`src/inc/csd_cfg.svh`:
```
`ifndef CSD_CFG_SVH
`define CSD_CFG_SVH

// ----------------------------------------
// Widths
// ----------------------------------------
`define CSD_DATA_W        16
`define CSD_ADDR_W        18
`define CSD_PTR_W         9
`define CSD_PS_W          8

// ----------------------------------------
// Bus address decode
// ----------------------------------------
`define CSD_ADR_PS        18'h3FFFE
`define CSD_ADR_SLR       18'h3FFFC
`define CSD_ADR_REG_BASE  18'h3FFC0
`define CSD_ADR_SWR       18'h3FF78
`define CSD_STK_YEL_TOP   16'h00FF
`define CSD_STK_RED_GAP   16'h0020

// ----------------------------------------
// Forced pointer addresses
// ----------------------------------------
`define CSD_VEC_PWR       9'h001
`define CSD_VEC_INIT      9'h002
`define CSD_VEC_BERR      9'h004
`define CSD_VEC_STK       9'h008

// ----------------------------------------
// Software registers (byte offsets)
// ----------------------------------------
`define CSD_OFS_STATUS    4'h0
`define CSD_OFS_MASK      4'h4
`define CSD_OFS_CTRL      4'h8
`define CSD_OFS_INFO      4'hC
`define CSD_EV_W          5
`define CSD_EV_PWR        0
`define CSD_EV_INIT       1
`define CSD_EV_BERR       2
`define CSD_EV_RED        3
`define CSD_EV_YEL        4
`define CSD_CTRL_RST      2'h3

`endif

```
`src/inc/csd_pkg.sv`:
```
package csd_pkg;
  typedef enum logic [1:0] {
    ST_RUN,
    ST_JAM,
    ST_FETCH
  } csd_jam_e;
  typedef logic [8:0] csd_ptr_t;
endpackage

```
`src/rtl/csd_instr_decode.sv`:
```
`timescale 1ns/1ps
`default_nettype none
`include "csd_cfg.svh"

module csd_instr_decode (
  input  wire logic [15:0] i_ir,
  input  wire logic [3:0]  i_cc,
  output logic             o_dbl_op,
  output logic             o_sgl_op,
  output logic             o_branch_op,
  output logic             o_byte_op,
  output logic [3:0]       o_alu_func,
  output logic [2:0]       o_branch_test_sel,
  output logic             o_branch_cond
);
  // ----------------------------------------
  // Format and opcode classes
  // ----------------------------------------
  wire logic [2:0] op_hi;
  wire logic       cc_n;
  wire logic       cc_z;
  wire logic       cc_v;
  wire logic       cc_c;
  logic            cond;

  assign op_hi = i_ir[14:12];
  assign o_dbl_op = (op_hi != 3'h0) && (op_hi != 3'h7);
  assign o_sgl_op = (op_hi == 3'h0) && i_ir[11];
  assign o_branch_op = (op_hi == 3'h0) && !i_ir[11] && (i_ir[10:8] != 3'h0);
  assign o_byte_op = i_ir[15];
  assign o_alu_func = o_dbl_op ? {1'b0, op_hi} :
                      o_sgl_op ? {1'b1, i_ir[8:6]} : 4'h0;
  assign o_branch_test_sel = o_branch_op ? {i_ir[15], i_ir[10:9]} : 3'h0;

  // ----------------------------------------
  // Branch condition from status bits
  // ----------------------------------------
  assign cc_n = i_cc[3];
  assign cc_z = i_cc[2];
  assign cc_v = i_cc[1];
  assign cc_c = i_cc[0];

  always_comb begin
    case ({i_ir[15], i_ir[10:9]})
      3'h0:    cond = 1'b1;
      3'h1:    cond = !cc_z;
      3'h2:    cond = !(cc_n ^ cc_v);
      3'h3:    cond = !(cc_z || (cc_n ^ cc_v));
      3'h4:    cond = !cc_n;
      3'h5:    cond = !(cc_c || cc_z);
      3'h6:    cond = !cc_v;
      3'h7:    cond = !cc_c;
      default: cond = 1'b0;
    endcase
  end

  assign o_branch_cond = o_branch_op && (i_ir[8] ? !cond : cond);
endmodule
`default_nettype wire

```
`src/rtl/csd_core.sv`:
```
// Contract
// Display shows inverted data select mux
// Decode bus address into register selects
// Sense stack overflow; flag and halt
// Zero detect on D register contents
// Basic and expansion pointer copies driven
// 16-bit instruction register loads at fetch
// Some instruction bits bypass the decoder
// Decoder drives ALU, branch, test select
// Force pointer on four exceptional events
// Load microword buffer after forced pointer
// Status register has eight flip-flops
// Status loads from mux or condition logic
// Status gated onto system or read bus
// Status bits feed branch and microbranch
// Previous pointer latch captures every clock
// One clock; forcing beats normal sequencing
//
// The Avalon-MM register port and the address map are this design's own decisions.
`timescale 1ns/1ps
`default_nettype none
`include "csd_cfg.svh"

module csd_core (
  input  wire logic        I_CLK_SYS,
  input  wire logic        I_RST_N,
  input  wire logic [15:0] I_DMUX_DATA,
  input  wire logic [15:0] I_D_REG,
  input  wire logic [17:0] I_BUS_ADDR,
  input  wire logic        I_STACK_REF,
  input  wire logic [7:0]  I_STACK_LIMIT,
  input  wire logic [8:0]  I_POINTER_NEXT,
  input  wire logic        I_IR_LOAD,
  input  wire logic        I_PS_LOAD_DMUX,
  input  wire logic        I_PS_LOAD_CC,
  input  wire logic [3:0]  I_CC_IN,
  input  wire logic        I_PS_TO_BUS,
  input  wire logic        I_PS_TO_RD,
  input  wire logic        I_BUS_ERROR,
  input  wire logic        I_POWER_UP_RESTART,
  input  wire logic        I_CONSOLE_INIT,
  input  wire logic [3:0]  AVS_ADDRESS,
  input  wire logic        AVS_READ,
  input  wire logic        AVS_WRITE,
  input  wire logic [31:0] AVS_WRITEDATA,
  output logic [31:0]      AVS_READDATA,
  output logic             AVS_WAITREQUEST,
  output logic             O_IRQ,
  output logic [15:0]      O_DATA_DISPLAY,
  output logic             O_SEL_PS,
  output logic             O_SEL_SLR,
  output logic             O_SEL_SCRATCH,
  output logic             O_SEL_SWITCH,
  output logic             O_STACK_OVERFLOW_FLAG,
  output logic             O_STACK_OVERFLOW_HALT,
  output logic             O_D_ZERO,
  output logic [8:0]       O_BASIC_POINTER_COPY,
  output logic [8:0]       O_EXPANSION_POINTER_COPY,
  output logic [8:0]       O_PREVIOUS_POINTER_LATCH,
  output logic [15:0]      O_INSTRUCTION_WORD,
  output logic [2:0]       O_IR_SRC_REG,
  output logic [2:0]       O_IR_DST_REG,
  output logic [7:0]       O_IR_BRANCH_OFFSET,
  output logic             O_DBL_OP,
  output logic             O_SGL_OP,
  output logic             O_BRANCH_OP,
  output logic             O_BYTE_OP,
  output logic [3:0]       O_ALU_FUNC,
  output logic [2:0]       O_BRANCH_TEST_SELECT,
  output logic             O_BRANCH_COND,
  output logic [7:0]       O_PROCESSOR_STATUS_WORD,
  output logic [7:0]       O_BUS_D,
  output logic             O_BUS_D_OE,
  output logic [7:0]       O_BUS_RD,
  output logic             O_BUS_RD_OE,
  output logic             O_FORCED_POINTER_LOAD,
  output logic             O_UWORD_LOAD
);

  // ----------------------------------------
  // Helpers
  // ----------------------------------------
  function automatic logic rise(input logic now, input logic was);
    rise = now && !was;
  endfunction

  // ----------------------------------------
  // Pin synchronisers and event edges
  // ----------------------------------------
  logic [1:0] pwr_sync;
  logic [1:0] init_sync;
  logic       pwr_q;
  logic       init_q;
  logic       berr_q;
  logic       red_q;
  logic       yel_q;

  always_ff @(posedge I_CLK_SYS or negedge I_RST_N) begin
    if (!I_RST_N) begin
      pwr_sync  <= 2'h0;
      init_sync <= 2'h0;
      pwr_q     <= 1'b0;
      init_q    <= 1'b0;
      berr_q    <= 1'b0;
      red_q     <= 1'b0;
      yel_q     <= 1'b0;
    end else begin
      pwr_sync  <= {pwr_sync[0], I_POWER_UP_RESTART};
      init_sync <= {init_sync[0], I_CONSOLE_INIT};
      pwr_q     <= pwr_sync[1];
      init_q    <= init_sync[1];
      berr_q    <= I_BUS_ERROR;
      red_q     <= O_STACK_OVERFLOW_HALT;
      yel_q     <= O_STACK_OVERFLOW_FLAG;
    end
  end

  // ----------------------------------------
  // Address and data decode
  // ----------------------------------------
  logic [1:0]  ctrl;
  wire  [15:0] stack_top;
  wire  [15:0] red_top;
  wire         stk_check;

  assign O_SEL_PS      = (I_BUS_ADDR == `CSD_ADR_PS);
  assign O_SEL_SLR     = (I_BUS_ADDR == `CSD_ADR_SLR);
  assign O_SEL_SCRATCH = (I_BUS_ADDR[17:4] == 14'(`CSD_ADR_REG_BASE >> 4));
  assign O_SEL_SWITCH  = (I_BUS_ADDR == `CSD_ADR_SWR);

  // Yellow zone below limit, red zone further below
  assign stack_top = {I_STACK_LIMIT, 8'h00} | `CSD_STK_YEL_TOP;
  assign red_top   = (stack_top > `CSD_STK_RED_GAP) ?
                     stack_top - `CSD_STK_RED_GAP : 16'h0000;
  assign stk_check = I_STACK_REF && ctrl[1];
  assign O_STACK_OVERFLOW_FLAG = stk_check && (I_BUS_ADDR[15:0] <= stack_top);
  assign O_STACK_OVERFLOW_HALT = stk_check && (I_BUS_ADDR[15:0] < red_top);
  assign O_D_ZERO = (I_D_REG == 16'h0000);

  // ----------------------------------------
  // Console display
  // ----------------------------------------
  always_ff @(posedge I_CLK_SYS or negedge I_RST_N) begin
    if (!I_RST_N) begin
      O_DATA_DISPLAY <= 16'hFFFF;
    end else begin
      O_DATA_DISPLAY <= ~I_DMUX_DATA;
    end
  end

  // ----------------------------------------
  // Instruction register and decode
  // ----------------------------------------
  logic [15:0] ir;
  logic [7:0]  ps;

  always_ff @(posedge I_CLK_SYS or negedge I_RST_N) begin
    if (!I_RST_N) begin
      ir <= 16'h0000;
    end else if (I_IR_LOAD) begin
      ir <= I_DMUX_DATA;
    end
  end

  assign O_INSTRUCTION_WORD = ir;
  assign O_IR_SRC_REG       = ir[8:6];
  assign O_IR_DST_REG       = ir[2:0];
  assign O_IR_BRANCH_OFFSET = ir[7:0];

  csd_instr_decode u_decode (
    .i_ir              (ir),
    .i_cc              (ps[3:0]),
    .o_dbl_op          (O_DBL_OP),
    .o_sgl_op          (O_SGL_OP),
    .o_branch_op       (O_BRANCH_OP),
    .o_byte_op         (O_BYTE_OP),
    .o_alu_func        (O_ALU_FUNC),
    .o_branch_test_sel (O_BRANCH_TEST_SELECT),
    .o_branch_cond     (O_BRANCH_COND)
  );

  // ----------------------------------------
  // Processor status register
  // ----------------------------------------
  wire  [7:0] next_ps;

  assign next_ps = I_PS_LOAD_DMUX ? I_DMUX_DATA[7:0] :
                   {ps[7:4], I_CC_IN};

  always_ff @(posedge I_CLK_SYS or negedge I_RST_N) begin
    if (!I_RST_N) begin
      ps <= 8'h00;
    end else if (I_PS_LOAD_DMUX || I_PS_LOAD_CC) begin
      ps <= next_ps;
    end
  end

  assign O_PROCESSOR_STATUS_WORD = ps;
  assign O_BUS_D     = I_PS_TO_BUS ? ps : 8'h00;
  assign O_BUS_D_OE  = I_PS_TO_BUS;
  assign O_BUS_RD    = I_PS_TO_RD ? ps : 8'h00;
  assign O_BUS_RD_OE = I_PS_TO_RD;

  // ----------------------------------------
  // Forced pointer sequencer
  // ----------------------------------------
  csd_pkg::csd_jam_e state;
  csd_pkg::csd_jam_e next_state;
  csd_pkg::csd_ptr_t pointer;
  csd_pkg::csd_ptr_t prev_ptr;
  csd_pkg::csd_ptr_t force_vec;
  wire  [4:0] ev;
  wire        force_req;
  wire  [8:0] next_pointer;

  assign ev[`CSD_EV_PWR]  = rise(pwr_sync[1], pwr_q);
  assign ev[`CSD_EV_INIT] = rise(init_sync[1], init_q);
  assign ev[`CSD_EV_BERR] = rise(I_BUS_ERROR, berr_q);
  assign ev[`CSD_EV_RED]  = rise(O_STACK_OVERFLOW_HALT, red_q);
  assign ev[`CSD_EV_YEL]  = rise(O_STACK_OVERFLOW_FLAG, yel_q);

  assign force_req = ctrl[0] && (state == csd_pkg::ST_RUN) &&
                     (|ev[`CSD_EV_RED:`CSD_EV_PWR]);
  assign force_vec = ev[`CSD_EV_PWR]  ? `CSD_VEC_PWR :
                     ev[`CSD_EV_INIT] ? `CSD_VEC_INIT :
                     ev[`CSD_EV_BERR] ? `CSD_VEC_BERR :
                     `CSD_VEC_STK;
  assign next_pointer = force_req ? force_vec : I_POINTER_NEXT;

  always_comb begin
    next_state = state;
    case (state)
      csd_pkg::ST_RUN:   next_state = force_req ? csd_pkg::ST_JAM : csd_pkg::ST_RUN;
      csd_pkg::ST_JAM:   next_state = csd_pkg::ST_FETCH;
      csd_pkg::ST_FETCH: next_state = csd_pkg::ST_RUN;
      default:           next_state = csd_pkg::ST_RUN;
    endcase
  end

  always_ff @(posedge I_CLK_SYS or negedge I_RST_N) begin
    if (!I_RST_N) begin
      state    <= csd_pkg::ST_RUN;
      pointer  <= 9'h000;
      prev_ptr <= 9'h000;
    end else begin
      state    <= next_state;
      pointer  <= next_pointer;
      prev_ptr <= pointer;
    end
  end

  assign O_FORCED_POINTER_LOAD    = (state == csd_pkg::ST_JAM);
  assign O_UWORD_LOAD             = (state == csd_pkg::ST_FETCH);
  assign O_BASIC_POINTER_COPY     = pointer;
  assign O_EXPANSION_POINTER_COPY = pointer;
  assign O_PREVIOUS_POINTER_LATCH = prev_ptr;

  // ----------------------------------------
  // Avalon-MM slave and interrupts
  // ----------------------------------------
  logic [4:0]  status;
  logic [4:0]  mask;
  logic        ack;
  wire         req;
  wire         wr_go;
  wire         wr_stat;
  wire         wr_mask;
  wire         wr_ctrl;
  wire  [31:0] rd_mux;
  wire  [4:0]  next_status;

  assign req     = AVS_READ || AVS_WRITE;
  assign AVS_WAITREQUEST = req && !ack;
  assign wr_go   = AVS_WRITE && ack;
  assign wr_stat = wr_go && (AVS_ADDRESS == `CSD_OFS_STATUS);
  assign wr_mask = wr_go && (AVS_ADDRESS == `CSD_OFS_MASK);
  assign wr_ctrl = wr_go && (AVS_ADDRESS == `CSD_OFS_CTRL);

  assign rd_mux =
    (AVS_ADDRESS == `CSD_OFS_STATUS) ? {27'h0, status} :
    (AVS_ADDRESS == `CSD_OFS_MASK)   ? {27'h0, mask} :
    (AVS_ADDRESS == `CSD_OFS_CTRL)   ? {30'h0, ctrl} :
    (AVS_ADDRESS == `CSD_OFS_INFO)   ? {5'h0, prev_ptr, pointer, ps, 1'b0} :
    32'h0000_0000;

  // Set wins over write-one-to-clear
  assign next_status = (status & ~(wr_stat ? AVS_WRITEDATA[4:0] : 5'h00)) | ev;

  always_ff @(posedge I_CLK_SYS or negedge I_RST_N) begin
    if (!I_RST_N) begin
      ack          <= 1'b0;
      AVS_READDATA <= 32'h0000_0000;
      status       <= 5'h00;
      mask         <= 5'h00;
      ctrl         <= `CSD_CTRL_RST;
    end else begin
      ack    <= req && !ack;
      status <= next_status;
      if (req && !ack) begin
        AVS_READDATA <= rd_mux;
      end
      if (wr_mask) begin
        mask <= AVS_WRITEDATA[4:0];
      end
      if (wr_ctrl) begin
        ctrl <= AVS_WRITEDATA[1:0];
      end
    end
  end

  assign O_IRQ = |(status & mask);

  // ----------------------------------------
  // Checks
  // ----------------------------------------
  chk_display_invert: assert property (
    @(posedge I_CLK_SYS) disable iff (!I_RST_N)
    1'b1 |=> (O_DATA_DISPLAY == ~$past(I_DMUX_DATA)))
    else $error("display not inverted mux");

  chk_ps_select: assert property (
    @(posedge I_CLK_SYS) disable iff (!I_RST_N)
    (I_BUS_ADDR == 18'h3FFFE) |-> (O_SEL_PS && !O_SEL_SWITCH && !O_SEL_SLR))
    else $error("status word select wrong");

  chk_halt_flag: assert property (
    @(posedge I_CLK_SYS) disable iff (!I_RST_N)
    O_STACK_OVERFLOW_HALT |-> O_STACK_OVERFLOW_FLAG)
    else $error("halt without overflow flag");

  chk_zero_detect: assert property (
    @(posedge I_CLK_SYS) disable iff (!I_RST_N)
    O_D_ZERO == (I_D_REG == 16'h0000))
    else $error("zero detect wrong");

  chk_ir_load: assert property (
    @(posedge I_CLK_SYS) disable iff (!I_RST_N)
    I_IR_LOAD |=> (O_INSTRUCTION_WORD == $past(I_DMUX_DATA)))
    else $error("instruction not loaded");

  chk_ir_hold: assert property (
    @(posedge I_CLK_SYS) disable iff (!I_RST_N)
    !I_IR_LOAD |=> $stable(O_INSTRUCTION_WORD))
    else $error("instruction changed without load");

  chk_ps_mux_load: assert property (
    @(posedge I_CLK_SYS) disable iff (!I_RST_N)
    I_PS_LOAD_DMUX |=> (O_PROCESSOR_STATUS_WORD == $past(I_DMUX_DATA[7:0])))
    else $error("status not loaded from mux");

  chk_ps_bus_gate: assert property (
    @(posedge I_CLK_SYS) disable iff (!I_RST_N)
    I_PS_TO_BUS |-> (O_BUS_D_OE && O_BUS_D == O_PROCESSOR_STATUS_WORD))
    else $error("status not gated to bus");

  chk_pwr_force: assert property (
    @(posedge I_CLK_SYS) disable iff (!I_RST_N)
    (force_req && ev[`CSD_EV_PWR]) |=> (O_BASIC_POINTER_COPY == 9'h001) ##0 O_FORCED_POINTER_LOAD)
    else $error("power restart vector not forced");

  chk_uword_timing: assert property (
    @(posedge I_CLK_SYS) disable iff (!I_RST_N)
    force_req |=> O_FORCED_POINTER_LOAD ##1 (O_UWORD_LOAD && !O_FORCED_POINTER_LOAD) ##1 !O_UWORD_LOAD)
    else $error("microword load timing wrong");

  chk_prev_latch: assert property (
    @(posedge I_CLK_SYS) disable iff (!I_RST_N)
    1'b1 |=> (O_PREVIOUS_POINTER_LATCH == $past(O_BASIC_POINTER_COPY)))
    else $error("previous pointer not captured");

  chk_copies_equal: assert property (
    @(posedge I_CLK_SYS) disable iff (!I_RST_N)
    O_EXPANSION_POINTER_COPY == O_BASIC_POINTER_COPY)
    else $error("pointer copies differ");

endmodule
`default_nettype wire

```
`config.mk`:
```
export PLATFORM = sky130hd
export DESIGN_NAME = csd_core
export DESIGN_NICKNAME = d
export VERILOG_FILES = /design/src/inc/csd_pkg.sv /design/src/rtl/csd_instr_decode.sv /design/src/rtl/csd_core.sv
export VERILOG_INCLUDE_DIRS = /design/src /design/src/inc
export SDC_FILE = /design/constraint.sdc
export NUM_CORES = 1
export LEC_CHECK = 0
export ABC_AREA = 1
export BUFFER_PORTS_ARGS = -buffer_cell sky130_fd_sc_hd__buf_2
export CORE_AREA = 2 2 205 106
export CTS_BUF_LIST = sky130_fd_sc_hd__clkbuf_8
export DETAILED_ROUTE_END_ITERATION = 10
export DIE_AREA = 0 0 207 108
export GPL_TIMING_DRIVEN = 0
export HOLD_SLACK_MARGIN = 0.15
export PLACE_DENSITY = 0.53
export SYNTH_ARGS = -nofsm -noshare
export SYNTH_HDL_FRONTEND = slang
export SYNTH_SLANG_ARGS = --single-unit
```
`constraint.sdc`:
```
create_clock -name I_CLK_SYS -period 3.5 [get_ports I_CLK_SYS]
set_input_delay 0.35 -clock I_CLK_SYS [delete_from_list [all_inputs] [get_ports I_CLK_SYS]]
set_output_delay 0.35 -clock I_CLK_SYS [all_outputs]
set_load 0.05 [all_outputs]
```
After elaboration in Yosys (flattened, before gate mapping). Cells that the tools add are included.

Register bits: 114. Input bits: 120. Word-level logic and storage cells: 115.

$add $sub $neg: 1. $lt $le $gt $ge: 3. Equality and inequality tests: 17. Muxes and demuxes: 20. Bitwise operators: 6. Reduce and logical (&&, ||, !) cells: 49.

Operators by type and width (number): $mux 27 (4); $eq 18x18->1 const B (3); $mux 4 (6); $logic_and 1x1->1 (20); $gt 16x6->1 const B (1); $le 16x16->1 (1); $logic_not 16->1 (1); $lt 16x16->1 (1); $mux 16 (1); $mux 8 (2); $not 16->16 (1); $sub 16x6->16 const B (1); $logic_not 1->1 (15); $eq 14x14->1 const B (1); $eq 3x3->1 const B (4); $and 5x5->5 (2); $mux 9 (1); $eq 4x4->1 const B (2); $pmux 1 s8 (1); $eq 3x2->1 const B (2); $logic_not 3->1 (2); $reduce_bool 3->1 (2); $mux 5 (1); $not 5->5 (1); other kinds (16) (20).

Logic depth before layout (Yosys ltp). Gate-level depths: netlist of run 1.

Depth in word-level cells: 9. Mapped depth: 11. Mapped depth without buffers: 11.

By module. From an unflattened synthesis of run 1, not the netlist that was laid out.

Cell total of the unflattened synthesis: 571. Area, all modules: 4974.8 um^2.

By module, submodules not included: csd_core (times used 1, cells an instance 522, area an instance 4760.8 um^2); csd_instr_decode (times used 1, cells an instance 49, area an instance 214.0 um^2).

Worst setup path before layout of run 1. No wires, ideal clock.

Path type: register to output. From: register ir[13] (netlist: O_INSTRUCTION_WORD[13]). To: output port O_ALU_FUNC[0]. Arrival time: 2796 ps. Setup slack: 354 ps. Stages on the path, launching flop included: 6. Cells stage by stage: dfrtp_1 -> nor2_1 -> nand2_1 -> nor2_1 -> inv_1 -> o21ai_0.

Longest elaborated chain between the ends: 4. Elaborated cells between the ends (all ways): 7.

Ends and longest elaborated chain: start: declaration (RTL line csd_core.sv:154) `logic [15:0] ir;`; start signal: assignment (RTL line csd_core.sv:159) `ir <= 16'h0000;`; start signal: assignment (RTL line csd_core.sv:161) `ir <= I_DMUX_DATA;`; $logic_not 3->1 (RTL line csd_instr_decode.sv:28) `assign o_sgl_op = (op_hi == 3'h0) && i_ir[11];`; $logic_and 1x1->1 (RTL line csd_instr_decode.sv:28); via O_SGL_OP (RTL line csd_core.sv:65) `output logic O_SGL_OP,`; $mux 4 (RTL line csd_instr_decode.sv:32) `o_sgl_op ? {1'b1, i_ir[8:6]} : 4'h0;`; $mux 4 (RTL line csd_instr_decode.sv:31) `assign o_alu_func = o_dbl_op ? {1'b0, op_hi} :`; end: declaration (RTL line csd_core.sv:68) `output logic [3:0] O_ALU_FUNC,`.

The timed path passes the listed nets, and every way through them passes these cells.

Worst setup path after layout of run 1.
From: register ps[2] (netlist: O_PROCESSOR_STATUS_WORD[2]). To: output port O_BRANCH_COND.

Longest elaborated chain between the ends: 6. Elaborated cells between the ends (all ways): 9.

Ends and longest elaborated chain: start: declaration (RTL line csd_core.sv:155) `logic [7:0] ps;`; start signal: assignment (RTL line csd_core.sv:194) `ps <= next_ps;`; $logic_or 1x1->1 (on tied branches) (RTL line csd_instr_decode.sv:50, csd_instr_decode.sv:48); $logic_not 1->1 (on tied branches) (RTL line csd_instr_decode.sv:50, csd_instr_decode.sv:48); $pmux 1 s8 * (RTL line csd_instr_decode.sv:44) `case ({i_ir[15], i_ir[10:9]})`; $logic_not 1->1 (RTL line csd_instr_decode.sv:57) `assign o_branch_cond = o_branch_op && (i_ir[8] ? !cond : cond);`; $mux 1 * (RTL line csd_instr_decode.sv:57); $logic_and 1x1->1 * (RTL line csd_instr_decode.sv:57); end: declaration (RTL line csd_core.sv:70) `output logic O_BRANCH_COND,`.

Mark *: on every way between the ends. The rest lies on a longest branch, timed or not.

==> results of run 1 <==
==> area by class of cell <==
type,instances,area share [%]
Tap cell,273,4.86
Clock inverter,7,0.748
Sequential cell,109,39.1
Clock buffer,9,1.76
Multi-Input combinational cell,331,23.5
Inverter,96,5.13
Timing Repair Buffer,260,20.3
Buffer,47,4.56
==> per-layer routing <==
layer	GRT usage, %	share of wire, %	wire length [um]	vias to the layer above
li1	-	-	-	2339
met2	24.0	52	7960	95
met1	16.2	42	6460	2227
met5	0	0.14	21	-
met4	4.69	2.3	354	4
met3	3.02	3.9	601	24
==> metrics by stage <==
step	hold slack (ps)	setup slack, ps	utilization, %	total power, mW	std cells
after CTS	157	1240	34.5	3.41	1132
after detailed placement	342	1320	32.7	2.66	1096
after floorplan	54.4	354	-	2.31	583
after global placement	333	777	32.5	2.64	1095
after global routing	164	1020	34.5	3.55	1132
final	182	1260	34.5	3.37	1132
==> kinds of logic (layout without fill, tap and decap cells) <==
logic type,after synthesis,count (layout)
AO/OA/AOI/OAI,115,115
multiplexers,1,1
adder cells (fa/ha/maj),8,8
buffers and inverters,143,419
other,1,5
AND/OR/NAND/NOR,202,202
flip-flops,109,109
==> synthesized netlist by cell type, drive strengths merged <==
cell type	instances	area share [%]
a221oi	1	0.17
a21oi	14	1.6
a21boi	1	0.15
nand3	9	1.1
ha	8	2.0
a22oi	1	0.15
dfstp	18	9.3
and2	1	0.17
nor2	51	4.3
nand4	7	1.2
mux2	1	0.22
clkbuf	11	0.81
buf	36	5.5
o211ai	1	0.15
inv	96	7.1
o22ai	6	0.74
or2	2	0.25
o21ai	89	8.9
a31oi	1	0.12
nor4b	1	0.17
nor4	7	1.2
nand2	124	9.6
a41oi	1	0.17
conb	1	0.074
dfrtp	91	45
==> path summary, 6_finish.rpt <==
check / from / endpoint / slack, ps / cells past startpoint
max: O_PROCESSOR_STATUS_WORD[2] / O_BRANCH_COND / 1260 / 8
min: I_POINTER_NEXT[4] / O_BASIC_POINTER_COPY[4] / 180 / 3
max reg2reg: ctrl[0] / O_BASIC_POINTER_COPY[8] / 1930 / 5
min reg2reg: init_sync[0] / init_sync[1] / 370 / 0
max in group asynchronous: I_RST_N / O_DATA_DISPLAY[11] / 2180 / 3
min in group asynchronous: I_RST_N / pwr_sync[0] / 530 / 2
==> sequential cells by signal, indices dropped and copies added (netlist names), 2 cells and up <==
register                  cells
O_PREVIOUS_POINTER_LATCH      9
O_INSTRUCTION_WORD           16
status                        5
ctrl                          2
O_DATA_DISPLAY               16
O_PROCESSOR_STATUS_WORD       8
init_sync                     2
O_BASIC_POINTER_COPY          9
state                         2
mask                          5
AVS_READDATA                 27
pwr_sync                      2
==> timing repair <==
action | 4_1_cts | 5_1_grt
hold buffers | 20 | 0
endpoints found under the setup margin | 0 | 0
hold endpoints to repair | 64 | 0
==> critical path, cell delays in order, from the launching register on <==
cell and delay, ps:
dfrtp_1 430, inv_1 130, nand2_1 80, o21ai_0 90
a21oi_1 90, o21ai_0 270, nor2_1 70, nor2_1 90
buf_2 260
==> cell usage in the layout (no fill, tap or decap), types with 2 or more instances in the layout <==
cell type | Yosys | final
clkbuf_8 | 0 | 9
nand2_2 | 2 | 2
a21oi_1 | 11 | 11
ha_1 | 8 | 8
conb_1 | 1 | 5
o21ai_0 | 75 | 75
buf_6 | 3 | 3
nand4_1 | 6 | 6
dfrtp_1 | 91 | 91
nand3_1 | 8 | 8
nand2_1 | 120 | 120
inv_6 | 0 | 5
or2_2 | 2 | 2
clkbuf_1 | 11 | 11
dfstp_2 | 18 | 18
buf_4 | 32 | 33
nand2_4 | 2 | 2
buf_2 | 1 | 239
a21oi_2 | 3 | 3
inv_2 | 3 | 3
dlygate4sd3_1 | 0 | 20
nor2_4 | 3 | 3
nor4_1 | 6 | 6
inv_1 | 93 | 94
nor2_1 | 46 | 46
o21ai_1 | 13 | 13
nor2_2 | 2 | 2
o22ai_1 | 6 | 6
==> power by group <==
part,switching [mW],internal (mW)
combinational,0.864,0.294
sequential,0.0978,1.39
clock,0.456,0.269
total,1.42,1.95
==> impl_metrics.json, run 1 <==
{
  "outcome": "finished, final reports clean",
  "nets": 982,
  "placedInstanceArea_mm2": 0.00665,
  "num_antenna_cells": 0,
  "period_minus_slack_ps": 2240,
  "timing.setup.tns_ps": 0,
  "rsz0062_at_grt": "no",
  "cts.clk_slew.worst_paths_ps": 110,
  "vias": 4689,
  "ios": 274,
  "synthMuxAreaShare_pct": 0.222,
  "grt_max_degree": 64,
  "seq_area_frac_synth_pct": 54.2,
  "synthXorXnorAreaFrac_pct": 0,
  "viasPerCell": 4.14,
  "globalRouteOverflowTotal": 0,
  "start_util_pct": 24.9,
  "start_kind": "flip-flop",
  "end_kind": "primary output",
  "synth_warnings": 0,
  "cts_htree_levels": 3,
  "first_iter_violations": 255,
  "max_freq_mhz": 447,
  "grt_pass1_vias": 4604,
  "post-route-drc-count": 0,
  "drtAntennaViolNets": 0,
  "fillers": 2186,
  "ys_ff_latch": 109,
  "track_usage_pct": 13.5,
  "cp_max_fo": 4,
  "gp_congestion": 0.822,
  "irDropWorstVdd_mv": 0.156,
  "hold_path.class": "in -> reg",
  "cts_tree": "done",
  "root_buffer": "clkbuf_8",
  "worstPathRequired_ps": 3150,
  "syn_area_per_cell_um2": 8.76,
  "routed_wl_mm": 15.4,
  "regArea_mm2": 0.00275,
  "multi_input_area_mm2": 0.00165,
  "dieArea_mm2": 0.0224,
  "wl_per_cell_um": 13.6,
  "grt_pass1_wl_mm": 24.0,
  "core_mm2": 0.0204,
  "synthSimpleGateAreaFrac_pct": 17.9,
  "synth_cell_types": 38,
  "post-route-period-util_pct": 64.0,
  "cts_max_path_buffers": 2,
  "slew_headroom_pct": 56.4,
  "clock_latency_ps": 380,
  "pwr_density_cell_mw_per_mm2": 479,
  "cts_buffers": 9,
  "synthAdderAreaFrac_pct": 1.97,
  "cts_resized": 0,
  "maxCapViolations": 0,
  "final_hold_viol_count": 0,
  "synth_compound_area_share_pct": 12.1,
  "netlist_area_mm2": 0.00507,
  "die_y_um": 108,
  "worst_pin_slew_ps": 654,
  "syn_to_final_growth_pct": 38.6,
  "synth_top_family_by_area": "simple AND/OR/NAND/NOR gates",
  "maxSlewViolCount": 0,
  "first_pass_iters": 4,
  "clkSinkCount": 109,
  "p_leak_nw": 3.86,
  "fp-row-count": 37,
  "worst_ep_arrival_time_ps": 1890,
  "cts_post_setup_buffers_inserted": 0,
  "final.setup_skew_ps": 11.7,
  "fin_area_mm2": 0.00703,
  "setup.worst_path.class": "reg -> out",
  "drive_gt1_share_pct": 38.6,
  "die_x_um": 207,
  "syn_inst": 579,
  "hpwl_mm": 12.3,
  "setup-violations-final": 0,
  "port_buffers": 239,
  "grt_antenna_before_repair": 2
}
(Power assumes the default switching activity.)
==> inputs of run 2 (changes only) <==
--- a/config.mk
+++ b/config.mk
@@ -14,7 +14,7 @@
 export DIE_AREA = 0 0 207 108
 export GPL_TIMING_DRIVEN = 0
 export HOLD_SLACK_MARGIN = 0.15
-export PLACE_DENSITY = 0.53
+export PLACE_DENSITY = 0.55
 export SYNTH_ARGS = -nofsm -noshare
 export SYNTH_HDL_FRONTEND = slang
 export SYNTH_SLANG_ARGS = --single-unit
==> constraint.sdc (replaced) <==
create_clock -name I_CLK_SYS -period 1.9 [get_ports I_CLK_SYS]
set_input_delay 0.19 -clock I_CLK_SYS [delete_from_list [all_inputs] [get_ports I_CLK_SYS]]
set_output_delay 0.19 -clock I_CLK_SYS [all_outputs]
set_load 0.05 [all_outputs]
==> impl_metrics.json, run 2 (synthesized netlist as in run 1, its figures left out) <==
{
  "syn_to_final_growth_pct": 50.4,
  "holdWs_ps": 181,
  "fillers": 2087,
  "cts_htree_levels": 3,
  "slowest_stage": "dfrtp_2",
  "grt_pass1_wl_mm": 24.7,
  "setup-violations-final": 0,
  "rr_startpoint": "ack",
  "maxSlewViolCount": 0,
  "hold_path.class": "in -> reg",
  "final_common_cell": "buf_2",
  "start_util_pct": 24.9,
  "cts_max_path_buffers": 2,
  "ios": 274,
  "largest_register_ffs": 27,
  "core_mm2": 0.0204,
  "post-route-period-util_pct": 99.3,
  "die_x_um": 207,
  "p_leak_nw": 4.07,
  "die_y_um": 108,
  "clkSinkCount": 109,
  "drive_gt1_share_pct": 42.5,
  "top_register": "AVS_READDATA",
  "first_pass_iters": 7,
  "cts_buffers": 9,
  "path_cells": "inv_4 > nand2_2 > nand3_2 > a22oi_2 > o21ai_2 > nand2_1 > nand2_2 > nor2_4 > buf_8",
  "crit_path_max_incr_delay_ps": 490,
  "final_cell_mix": "231 x buf_2, 115 x nand2_1, 88 x inv_1",
  "root_buffer": "clkbuf_8",
  "end_kind": "primary output",
  "slew_headroom_pct": 58.1,
  "viasPerCell": 4.14,
  "fp-row-count": 37,
  "min_to": "ctrl[1]",
  "max_freq_mhz": 530,
  "post-route-drc-count": 0,
  "num_antenna_cells": 0,
  "grt_antenna_before_repair": 0,
  "multi_input_area_mm2": 0.00180,
  "wl_per_cell_um": 13.7,
  "dieArea_mm2": 0.0224,
  "maxCapViolations": 0,
  "worstPathRequired_ps": 1710,
  "worst_pin_slew_ps": 629,
  "nets": 1021,
  "critPathMostFrequentCell": "nand2_2",
  "pwr_density_cell_mw_per_mm2": 858,
  "worst_ep_arrival_time_ps": 1700,
  "gp_congestion": 0.796,
  "first_iter_violations": 206,
  "routed_wl_mm": 16.0,
  "final.setup_skew_ps": 15.7,
  "rr_endpoint": "AVS_READDATA[1]",
  "grt_pass1_vias": 4814,
  "rsz0062_at_grt": "yes",
  "r2r_setup_slack_ps": 110,
  "regArea_mm2": 0.00276,
  "setup_slack_ps": 13.8,
  "drtAntennaViolNets": 0,
  "port_buffers": 239,
  "dp_worst_setup_slack_ps": 69.3,
  "irDropWorstVdd_mv": 0.336,
  "hpwl_mm": 12.3,
  "final_hold_viol_count": 0,
  "grt_max_degree": 72,
  "clock_latency_ps": 380,
  "r2r_cells": 6,
  "cts_tree": "done",
  "outcome": "finished, final reports clean",
  "track_usage_pct": 13.9,
  "cts.clk_slew.worst_paths_ps": 120,
  "hold_path_depth": 4,
  "min_from": "AVS_ADDRESS[0]",
  "timing.setup.tns_ps": 0,
  "globalRouteOverflowTotal": 0,
  "start_kind": "flip-flop",
  "setup.worst_path.class": "reg -> out",
  "period_minus_slack_ps": 1890,
  "vias": 4850,
  "cp_max_fo": 6
}
run 2: cell types whose count changed in the layout (fill, tap and decap cells not counted), sizes merged:
cell	delta
inv	-2
dlygate4sd3	+26
clkinvlp	+1
bufinv	+1
clkbuf	+2
buf	+12
clkinv	-1
run 2: layout make-up:
| cell class | count | share of cell area [%] |
|---|---|---|
| repair buffers | 299 | 24.0 |
| multi-input cells | 331 | 23.7 |
| well taps | 273 | 4.48 |
| inverters | 96 | 4.76 |
| plain buffers | 47 | 4.20 |
| clock inverters | 6 | 0.919 |
| clock buffers | 10 | 1.80 |
| flip-flops and latches | 109 | 36.1 |
run 2: metal layers:
metal  up-vias  global-route usage (%)  part of all wire, %  wire (um)
met2        80                    25.7                   53       8550
met3        17                    2.29                  2.9        468
met5         -                       0                    0          0
li1       2418                       -                    -          -
met1      2335                    16.8                   42       6750
met4         0                    3.98                  1.5        238
run 2: power by group:
| part | internal (mW) | leakage, nW | switching, mW | total (mW) |
|---|---|---|---|---|
| Clock | 0.661 | 0.107 | 0.836 | 1.50 |
| Combinational | 0.653 | 2.65 | 1.66 | 2.31 |
| Sequential | 2.56 | 1.31 | 0.176 | 2.73 |
run 2: critical path: cells and delay by family (launching register included):
family | cells | cell delay (ps)
DFF | 1 | 490
buffers and inverters | 2 | 210
AOI/OAI and AO/OA | 2 | 270
and+or+nand+nor | 5 | 350
run 2: worst max path at each step:
stage | from | endpoint | slack (ps) | cells after the start
after floorplan | O_INSTRUCTION_WORD[11] | O_ALU_FUNC[0] | -60 | 4
after detailed placement | I_BUS_ADDR[15] | O_STACK_OVERFLOW_FLAG | 70 | 8
after global routing | O_INSTRUCTION_WORD[9] | O_BRANCH_COND | -90 | 9
final | O_INSTRUCTION_WORD[9] | O_BRANCH_COND | 10 | 9
after global placement | I_RST_N | O_INSTRUCTION_WORD[12] | -850 | 1
after CTS | O_PROCESSOR_STATUS_WORD[0] | O_BRANCH_COND | -20 | 9
run 2: stage by stage:
stage	power [mW]	std cells	area [um^2]	util (%)
4_1_cts	6.55	1163	7500	36.8
3_3_place_gp	4.91	1095	6720	33.0
2_1_floorplan	4.30	583	5180	-
6_report	6.54	1171	7630	37.4
3_5_place_dp	4.93	1096	6750	33.2
5_1_grt	6.88	1171	7630	37.4
run 2: timing repair:
action | in CTS | in global routing
setup endpoints to repair | 7 | 9
endpoints found under the hold margin | 101 | 0
gates resized for setup | 17 | 27
pin swaps | 1 | 8
hold buffers | 46 | 0
setup buffers | 5 | 8
